<file path="config.mk">
export PLATFORM = sky130hd
export DESIGN_NAME = rsfi_top
export DESIGN_NICKNAME = d
export VERILOG_FILES = /design/src/rsfi_pkg.sv /design/src/rsfi_top.sv /design/src/rsfi_sync.sv
export SDC_FILE = /design/constraint.sdc
export NUM_CORES = 1
export LEC_CHECK = 0
export ABC_AREA = 1
export BUFFER_PORTS_ARGS = -buffer_cell sky130_fd_sc_hd__clkbuf_2
export CORE_ASPECT_RATIO = 0.7
export CORE_MARGIN = 2
export CORE_UTILIZATION = 49
export CTS_BUF_LIST = sky130_fd_sc_hd__clkbuf_2 sky130_fd_sc_hd__clkbuf_4 sky130_fd_sc_hd__clkbuf_8
export DETAILED_ROUTE_END_ITERATION = 16
export GPL_TIMING_DRIVEN = 0
export PLACE_DENSITY_LB_ADDON = 0.25
export RECOVER_POWER = 100
export SLEW_MARGIN = 25
export SYNTH_ARGS = -nofsm -noshare
export SYNTH_HDL_FRONTEND = slang
export SYNTH_HIERARCHICAL = 1
export SYNTH_SLANG_ARGS = --single-unit
</file>
<file path="constraint.sdc">
create_clock -name clk -period 7.8 [get_ports clk]
set_input_delay 0 -clock clk [delete_from_list [all_inputs] [get_ports clk]]
set_output_delay 0 -clock clk [all_outputs]
set_load 0.1 [all_outputs]
</file>
<file path="src/rsfi_pkg.sv">
// Purpose: Shared constants for regulator status and fault interrupt logic
// Assumes: Four step-down converters, eight switchable linear regulators
// Notes: Index 0..3 are converters, 4..11 are linear regulators
//
// How it works
// [RULE_01] Each converter has a power-good flag that reads 0 while its output is below about 7% under target.
// [RULE_02] Each linear regulator has a power-good flag that reads 0 while its output is below about 11% under target.
// [RULE_03] An unmasked converter whose output drops below threshold raises the interrupt.
// [RULE_04] An unmasked linear regulator whose output drops below threshold raises the interrupt.
// [RULE_05] The interrupt stays low until the faulting regulator is off or in regulation and its flag was read.
// [RULE_06] A 6-bit level code, column in the upper three bits and row in the lower three, selects one of 64 levels from 0.600 V to 3.900 V.
// [RULE_07] Linear regulator level codes reset to factory defaults and may be rewritten afterwards.
// [RULE_08] Each linear regulator is switched on or off by its enable bit.
// [RULE_09] A disabled linear regulator with its discharge bit at 1 has its output pulled to ground, never otherwise.
// [RULE_10] Each converter is switched on or off by its enable bit.
// [RULE_11] Converters two to four use bank A codes while bank select is low and bank B codes while it is high.
// [RULE_12] The single interrupt line is low while any regulator has an unmasked fault not yet cleared.
// [RULE_13] Power-good comparator outputs are synchronised to the clock before any use.
package rsfi_pkg;
  localparam int NUM_BUCK = 4;
  localparam int NUM_LDO = 8;
  localparam int NUM_REG = 12;
  localparam int CODE_W = 6;
  localparam int MV_W = 12;
  localparam int LDO_BASE = 4;
  // Analog thresholds, informative only
  localparam int BUCK_PG_PCT = 7;
  localparam int LDO_PG_PCT = 11;

  localparam logic [MV_W-1:0] COL_BASE_MV [8] = '{
    12'h258, 12'h320, 12'h3e8, 12'h4b0,
    12'h640, 12'h7d0, 12'h960, 12'hc80};
  localparam logic [MV_W-1:0] COL_STEP_MV [8] = '{
    12'h019, 12'h019, 12'h019, 12'h032,
    12'h032, 12'h032, 12'h064, 12'h064};
  localparam logic [MV_W-1:0] MV_MIN = 12'h258;
  localparam logic [MV_W-1:0] MV_MAX = 12'hf3c;
  localparam logic [CODE_W-1:0] CODE_MIN = 6'h00;
  localparam logic [CODE_W-1:0] CODE_MAX = 6'h3f;

  // Factory level codes for the linear regulators
  localparam logic [CODE_W-1:0] LDO_CODE_DEFAULT [NUM_LDO] = '{
    6'h24, 6'h24, 6'h39, 6'h39, 6'h39, 6'h24, 6'h34, 6'h24};

  typedef enum logic [2:0] {
    FLT_IDLE = 3'b001,
    FLT_PEND = 3'b010,
    FLT_READ = 3'b100
  } rsfi_flt_t;

  function automatic logic [MV_W-1:0] level_mv(
    input logic [CODE_W-1:0] code);
    logic [2:0] col;
    logic [2:0] row;
    col = code[5:3];
    row = code[2:0];
    level_mv = COL_BASE_MV[col]
      + MV_W'(COL_STEP_MV[col] * MV_W'(row)); // [RULE_06]
  endfunction : level_mv
endpackage : rsfi_pkg

</file>
<file path="src/rsfi_top.sv">
// Purpose: Regulator enables, level decode, power-good and fault interrupt
// Assumes: Control bits come from a serial register file outside
// Notes: Interrupt clears only after a read strobe for the faulting flag
`timescale 1ns/1ps
module rsfi_top
  import rsfi_pkg::*;
(
  input wire logic clk,
  input wire logic arst_n,
  input wire logic [NUM_REG-1:0] pgoodRaw,
  input wire logic [NUM_BUCK-1:0] buckOn,
  input wire logic [NUM_LDO-1:0] ldoOn,
  input wire logic [NUM_LDO-1:0] dischargeEnable,
  input wire logic [NUM_REG-1:0] faultIrqUnmask,
  input wire logic [NUM_REG-1:0] okRead,
  input wire logic levelBankSelect,
  input wire logic [CODE_W-1:0] levelCodeBankA [NUM_BUCK],
  input wire logic [CODE_W-1:0] levelCodeBankB [1:NUM_BUCK-1],
  input wire logic [NUM_LDO-1:0] ldoCodeWrEn,
  input wire logic [CODE_W-1:0] ldoCodeWrData,
  output logic [NUM_REG-1:0] powerGood,
  output logic [NUM_REG-1:0] regEnable,
  output logic [NUM_LDO-1:0] dischargeOn,
  output logic [CODE_W-1:0] ldoLevelCode [NUM_LDO],
  output logic [MV_W-1:0] targetMv [NUM_REG],
  output logic [NUM_REG-1:0] faultPending,
  output logic faultRequestLine_n
);
  ////////////////////////////////////////////////////////////////////////////
  logic [NUM_REG-1:0] pgSync;
  logic [NUM_REG-1:0] pgPrev_r;
  logic [NUM_REG-1:0] fallEv;
  logic [NUM_REG-1:0] trig;
  logic [NUM_REG-1:0] clearOk;
  rsfi_flt_t flt_r [NUM_REG];
  rsfi_flt_t flt_nxt [NUM_REG];
  logic [NUM_REG-1:0] powerGood_nxt;
  logic [NUM_REG-1:0] regEnable_nxt;
  logic [NUM_LDO-1:0] dischargeOn_nxt;
  logic [CODE_W-1:0] ldoCode_nxt [NUM_LDO];
  logic [MV_W-1:0] targetMv_nxt [NUM_REG];
  logic [NUM_REG-1:0] pending_nxt;
  logic line_nxt;

  rsfi_sync #(.W(NUM_REG)) u_pg_sync (
    .clk(clk),
    .arst_n(arst_n),
    .din(pgoodRaw),
    .dout(pgSync)
  );

  ////////////////////////////////////////////////////////////////////////////
  // Control, level decode and status
  always_comb
  begin
    powerGood_nxt = pgSync; // [RULE_01] [RULE_02]
    regEnable_nxt = {ldoOn, buckOn}; // [RULE_08] [RULE_10]
    // Tracks the enable input, so discharge never overlaps an enable
    dischargeOn_nxt = dischargeEnable & ~ldoOn; // [RULE_09]
    for (int i = 0; i < NUM_LDO; i++)
    begin
      ldoCode_nxt[i] = ldoCodeWrEn[i] ? ldoCodeWrData
                                      : ldoLevelCode[i]; // [RULE_07]
      targetMv_nxt[LDO_BASE+i] = level_mv(ldoLevelCode[i]); // [RULE_06]
    end
    targetMv_nxt[0] = level_mv(levelCodeBankA[0]);
    for (int i = 1; i < NUM_BUCK; i++)
    begin
      targetMv_nxt[i] = level_mv(levelCodeBankA[i]);
      if (levelBankSelect)
      begin
        targetMv_nxt[i] = level_mv(levelCodeBankB[i]); // [RULE_11]
      end
    end
  end

  always_ff @(posedge clk or negedge arst_n)
  begin
    if (!arst_n)
    begin
      powerGood <= '0;
      regEnable <= '0;
      dischargeOn <= '0;
      ldoLevelCode <= LDO_CODE_DEFAULT;
      for (int i = 0; i < NUM_REG; i++)
      begin
        targetMv[i] <= MV_MIN;
      end
    end
    else
    begin
      powerGood <= powerGood_nxt;
      regEnable <= regEnable_nxt;
      dischargeOn <= dischargeOn_nxt;
      ldoLevelCode <= ldoCode_nxt;
      targetMv <= targetMv_nxt;
    end
  end

  ////////////////////////////////////////////////////////////////////////////
  // Fault tracking per regulator
  // Only a falling edge while enabled counts, so switching off is no fault
  assign fallEv = pgPrev_r & ~pgSync;
  assign trig = fallEv & regEnable & faultIrqUnmask; // [RULE_03] [RULE_04]
  assign clearOk = ~regEnable | pgSync;

  always_comb
  begin
    for (int i = 0; i < NUM_REG; i++)
    begin
      flt_nxt[i] = flt_r[i];
      // New fault always wins over a clear in the same cycle
      case (flt_r[i])
        FLT_IDLE:
        begin
          if (trig[i])
          begin
            flt_nxt[i] = FLT_PEND;
          end
        end
        FLT_PEND:
        begin
          if (okRead[i] && !trig[i])
          begin
            flt_nxt[i] = FLT_READ;
          end
        end
        FLT_READ:
        begin
          if (trig[i])
          begin
            flt_nxt[i] = FLT_PEND;
          end
          else if (clearOk[i])
          begin
            flt_nxt[i] = FLT_IDLE; // [RULE_05]
          end
        end
        default:
        begin
          flt_nxt[i] = FLT_IDLE;
        end
      endcase
      pending_nxt[i] = (flt_nxt[i] != FLT_IDLE);
    end
    line_nxt = ~|pending_nxt; // [RULE_12]
  end

  always_ff @(posedge clk or negedge arst_n)
  begin
    if (!arst_n)
    begin
      pgPrev_r <= '0;
      faultPending <= '0;
      faultRequestLine_n <= 1'b1;
      for (int i = 0; i < NUM_REG; i++)
      begin
        flt_r[i] <= FLT_IDLE;
      end
    end
    else
    begin
      pgPrev_r <= pgSync;
      faultPending <= pending_nxt;
      faultRequestLine_n <= line_nxt;
      flt_r <= flt_nxt;
    end
  end
endmodule : rsfi_top

</file>
<file path="src/rsfi_sync.sv">
// Purpose: Two-stage synchroniser for asynchronous comparator levels
// Assumes: Inputs are slow levels
// Notes: First stage feeds only the second
`timescale 1ns/1ps
module rsfi_sync
  import rsfi_pkg::*;
#(
  parameter int W = 1
) (
  input wire logic clk,
  input wire logic arst_n,
  input wire logic [W-1:0] din,
  output logic [W-1:0] dout
);
  logic [W-1:0] meta_r;

  always_ff @(posedge clk or negedge arst_n)
  begin
    if (!arst_n)
    begin
      meta_r <= '0;
      dout <= '0;
    end
    else
    begin
      meta_r <= din; // [RULE_13]
      dout <= meta_r;
    end
  end
endmodule : rsfi_sync

</file>
### Word level (Yosys, flattened, before mapping)

Memories as Yosys holds them, arrays and structs flattened.
Cells that the tools add are included.

| operators by class | value |
|---|---|
| add/sub/neg operators | 15 |
| multiply operators | 15 |
| $lt $le $gt $ge | 15 |
| eq/ne operators | 48 |
| mux-type cells | 123 |
| bitwise gates (word level) | 23 |
| reductions and logical operators | 26 |

Operators by type and width:

| cell | count |
|---|---|
| 2-to-1 mux 12 bit | 63 |
| adder 12 bit | 15 |
| multiplier 12 x 3 -> 12 bit | 15 |
| 2-to-1 mux 3 bit | 48 |
| one-hot mux 3 bit (3 select lines) | 12 |
| greater-or-equal comparator 4 bit, second input constant | 15 |
| NOT 3 -> 4 bit | 15 |
| bitwise AND 12 bit | 3 |
| equality test 3 x 1 -> 1 bit, second input constant | 12 |
| equality test 3 x 2 -> 1 bit, second input constant | 12 |
| equality test 3 bit, second input constant | 12 |
| inequality test 3 x 1 -> 1 bit, second input constant | 12 |
| NOT 12 bit | 2 |
| zero test 1 bit | 13 |
| logical AND 1 bit | 12 |
| OR 12 bit | 1 |
| OR reduction 12 bit | 1 |
| bitwise AND 8 bit | 1 |
| NOT 8 bit | 1 |

| storage, ports and cells | value |
|---|---|
| bits in registers | 297 |
| memory bits (read-only) | 2880 |
| input bits | 115 |
| word-level logic and storage cells | 334 |
| memories | 30 |

Memories:

| name | depth | bits a word | read ports | clocked after Yosys merged registers in | write ports | line | source |
|---|---|---|---|---|---|---|---|
| (name not given) | 8 | 12 | 1 | 0 | 0 | rsfi_pkg.sv:58 | `+ MV_W'(COL_STEP_MV[col] * MV_W'(row));` |
| (name not given) | 8 | 12 | 1 | 0 | 0 | rsfi_pkg.sv:57 | `level_mv = COL_BASE_MV[col]` |
| (name not given) | 8 | 12 | 1 | 0 | 0 | rsfi_pkg.sv:58 |  |
| (name not given) | 8 | 12 | 1 | 0 | 0 | rsfi_pkg.sv:57 |  |
| (name not given) | 8 | 12 | 1 | 0 | 0 | rsfi_pkg.sv:58 |  |
| (name not given) | 8 | 12 | 1 | 0 | 0 | rsfi_pkg.sv:57 |  |
| 24 more memories | - | - | - | - | - | - |  |

### Depth between registers and ports, before layout

| logic depth | value |
|---|---|
| word-level depth | 11 |
| depth in mapped cells | 19 |
| gate-level depth less buffers | 19 |

### Hierarchy

The synthesis kept the hierarchy.

By module, submodules not included:

| module | times used | cells each | area an instance (µm²) | seq. area each (µm²) |
|---|---|---|---|---|
| rsfi_top | 1 | 2583 | 21625.7 | 6936.7 |
| rsfi_sync | 1 | 24 | 600.6 | 600.6 |

### Worst setup path before layout

No wires, ideal clock.

| timing path | value |
|---|---|
| path kind | flip-flop to flip-flop |
| start point | reg ldoLevelCode[4] (netlist bit) |
| end point | reg targetMv[9] (netlist bit) |
| setup time | 0.075 ns |
| arrival | 3.815 ns |
| slack | 3.911 ns |
| stages on the path, launching flop included | 16 |
| buffers on the path | 0 |
| period minus slack after synthesis | 3.889 ns |
| path through | dfrtp_1 > nand2_1 > inv_1 > nor2_1 > inv_1 > nor2_1 > fa_1 > fa_1 > ha_1 > fa_1 > nand3_1 > nand3_1 > nand2_1 > nand2_1 > a21oi_1 > xor2_1 |

RTL lines:

| element | line | source |
|---|---|---|
| from (decl) | rsfi_top.sv:24 | `output logic [CODE_W-1:0] ldoLevelCode [NUM_LDO],` |
| from (signal assigned) | rsfi_top.sv:95 | `ldoLevelCode <= ldoCode_nxt;` |
| to (signal assigned) | rsfi_top.sv:96 | `targetMv <= targetMv_nxt;` |
| to (decl) | rsfi_top.sv:25 | `output logic [MV_W-1:0] targetMv [NUM_REG],` |

==> impl_metrics.csv <==
group,metric,value,unit
floorplanning,die_y,182,microns
yosys,yosysSeqAreaShare,33.9,%
timing,finalSetupViolCount,0,
global_routing,grt_start_max_net_pins,80,
final_layout,final_area,26900,sq um
worst_setup_path,arrival,4650,ps
clocking,clock_path_buffers,3,
power_and_ir_drop,power_density,327,nW/um^2
global_routing,groute.usage.overall,25.1,%
route,drt_iter0_markers,1170,
worst_setup_path,cp.required,7520,ps
power_and_ir_drop,leakagePower,14.3,nW
timing,setup_tns,0,ps
timing,hold_slack,59.7,ps
timing,max_freq,203,MHz
route,drtAntennaViolNets,0,
floorplanning,die_area,47100,sq um
clocking,clock_sinks,297,
outcome,status,"finished, violations left",
yosys,yosysWarningCount,6,
floorplanning,initial_core_util,49.5,%
worst_setup_path,crit_type,"in -> async",
route,vias_per_cell,4.96,
yosys,synth_flop_cell,"dfrtp_1",
timing,hold_violations,0,
timing,slew_viol_final,131,
clocking,post-cts-setup-buffer-count,0,
yosys,syn_avg_cell_area,8.53,sq um
timing,final.min_clock_period,4940,ps
global_routing,overflow,0,
timing,fin_ws,2860,ps
worst_setup_path,crit_path_start,"arst_n",
timing,rsz0062_at_grt,"false",
place,place_area,24800,sq um
final_layout,nets,3631,
clocking,cts_buffers,51,
route,vias,18788,
floorplanning,placementRows,65,
floorplanning,core,44900,sq um
power_and_ir_drop,irDropWorstVdd,0.394,mV
place,post-place-ws,4100,ps
final_layout,layout-drive-gt1-share,10.0,%
route,drc_errors,0,
route,first_pass_iters,7,
timing,fin_crit_sh,63.3,%
yosys,ys_ff_latch,297,
yosys,synth_cell_types,39,
min_path,hold_path_class,"in -> reg",
yosys,synthCells,2607,
clocking,postCtsResizedCells,0,
place,io_buffers,338,
route,drt_wl_total,58.3,mm
final_layout,fin_cells,3789,
place,gp_congestion,0.914,
timing,slew_headroom,-181,%
place,dp_hpwl,45.4,mm
yosys,synth_fp_nets,3097,
min_path,hold_start,"levelCodeBankB[7]",
clocking,clkLatencyLatePin,620,ps
clocking,clk_pin_slew,60,ps
yosys,synthArstFlopShare,100,%
outcome,violations,"capacitance limit, slew limit",
final_layout,syn_to_final_growth,21.1,%
clocking,h-tree-depth,2,
worst_setup_path,start_kind,"input port",
timing,tightest_slew,4220,ps
global_routing,grt_pass1_wl,94.6,mm
global_routing,grt_pass1_vias,18801,
place,placed_cells_incl_taps,3551,
run,maxCapViolCount,2,
worst_setup_path,path_max_fanout,76,
timing,fin_skew,27.4,ps
floorplanning,io_pins,352,
worst_setup_path,end_kind,"asynchronous set/reset pin",
worst_setup_path,regToRegStartpoint,"ldoLevelCode[23]",
clocking,cts-hold-fix-buffers,140,
clocking,cts_tree,"done",
clocking,root_buffer,"clkbuf_8",
route,wl_per_cell,15.4,microns
yosys,synth_edf_count,0,
floorplanning,die_w,259,microns
global_routing,antenna_found_initial,2,
final_layout,fill_cells,4042,
yosys,syn_area,22200,sq um
-- synth_stat cells, types with 13 or more instances --
library cell | count | area share [%]
dfrtp_1 | 213 | 24
o22ai_1 | 13 | 0.37
fa_1 | 180 | 16
nor2_2 | 16 | 0.45
dfstp_2 | 84 | 9.9
nor2_1 | 309 | 5.2
a21oi_1 | 95 | 2.1
xor2_1 | 61 | 2.4
nand3_2 | 15 | 0.68
nand3_1 | 133 | 3.0
inv_1 | 512 | 8.6
nand2_1 | 469 | 7.9
ha_1 | 195 | 11
o21ai_0 | 132 | 3.0
inv_2 | 14 | 0.24
nand4_1 | 36 | 1.0
clkbuf_1 | 28 | 0.47
-- placed cells by master (no fill, tap or decap), types with 5 or more instances in the layout --
master and instances:
nand3_1 143, buf_4 5, o21ai_2 8, o21a_1 6
dfstp_2 66, dfrtp_1 213, nand3_2 5, inv_1 512
nor2_1 314, clkbuf_8 66, and3_1 6, nor2_2 11
nand2_1 469, nor3_1 13, dfstp_1 18, mux2i_1 5
a21oi_1 95, nand4_1 36, xnor2_1 5, dlygate4sd3_1 139
xor2_1 61, clkinv_2 6, nand2_2 7, o21ai_0 134
ha_1 195, inv_2 14, inv_4 5, clkbuf_1 288
clkbuf_2 91, fa_1 180, clkbuf_4 15, o22ai_1 13
o21bai_1 7
-- area by class of cell --
cell class	count	area (sq um)	share of cell area, %
antenna	3	7.51	0.0279
buffer	48	206	0.767
clock buffer	81	1020	3.79
clock inverter	14	185	0.688
inverter	531	2010	7.45
multi-input combinational	1731	12400	46.0
sequential	297	7540	28.0
tap	603	754	2.80
timing repair buffer	481	2830	10.5
-- per-stage QoR --
stage	power, mW	utilization, %
finish	8.81	60.0
floorplan	6.29	-
global placement	7.14	55.0
CTS	8.99	61.0
global route	9.33	60.0
detailed placement	7.22	55.2
-- worst paths after layout --
check                                endpoint  slack [ps]  cells after the start
max                          ldoLevelCode[20]        2860                      3
min in group asynchronous           flt_r[15]         810                      2
min reg2reg                u_pg_sync/dout[10]         350                      0
min                             targetMv[109]          60                      6
max reg2reg                      targetMv[47]        3680                     15
max in group clk                 targetMv[47]        3680                     15
-- routing by layer --
layer	up-vias	global-route usage, %	routed length (microns)
met3	137	4.33	3370
met4	0	9.29	2230
met5	-	0	0
met1	8960	34.9	26800
met2	540	39.5	25900
li1	9151	-	-
-- worst max-delay path, stage by stage --
cell	delay (ps)
dlygate4sd3_1	530
clkbuf_1	1020
clkbuf_1	3030
-- cells by family after synthesis --
kind of cell	synth area share [%]
AOI/OAI and AO/OA	6.82
DFF	33.9
and+or+nand+nor	19.2
muxes	0.225
buffers and inverters	10.0
adders and majority gates	27.2
xor gates and xnor gates	2.60
-- flip-flops by register name, summed over array words and instances (netlist names) --
register / count
u_pg_sync/meta_r: 12
dischargeOn: 8
pgPrev_r: 12
faultRequestLine_n: 1
faultPending: 12
flt_r: 36
u_pg_sync/dout: 12
ldoLevelCode: 48
targetMv: 144
regEnable: 12
-- power breakdown --
group	internal [mW]	switching [mW]	total (mW)
registers	2.02	0.153	2.17
logic	0.948	4.03	4.98
clock network	0.968	0.688	1.66
Power figures use the tool's default switching activity.
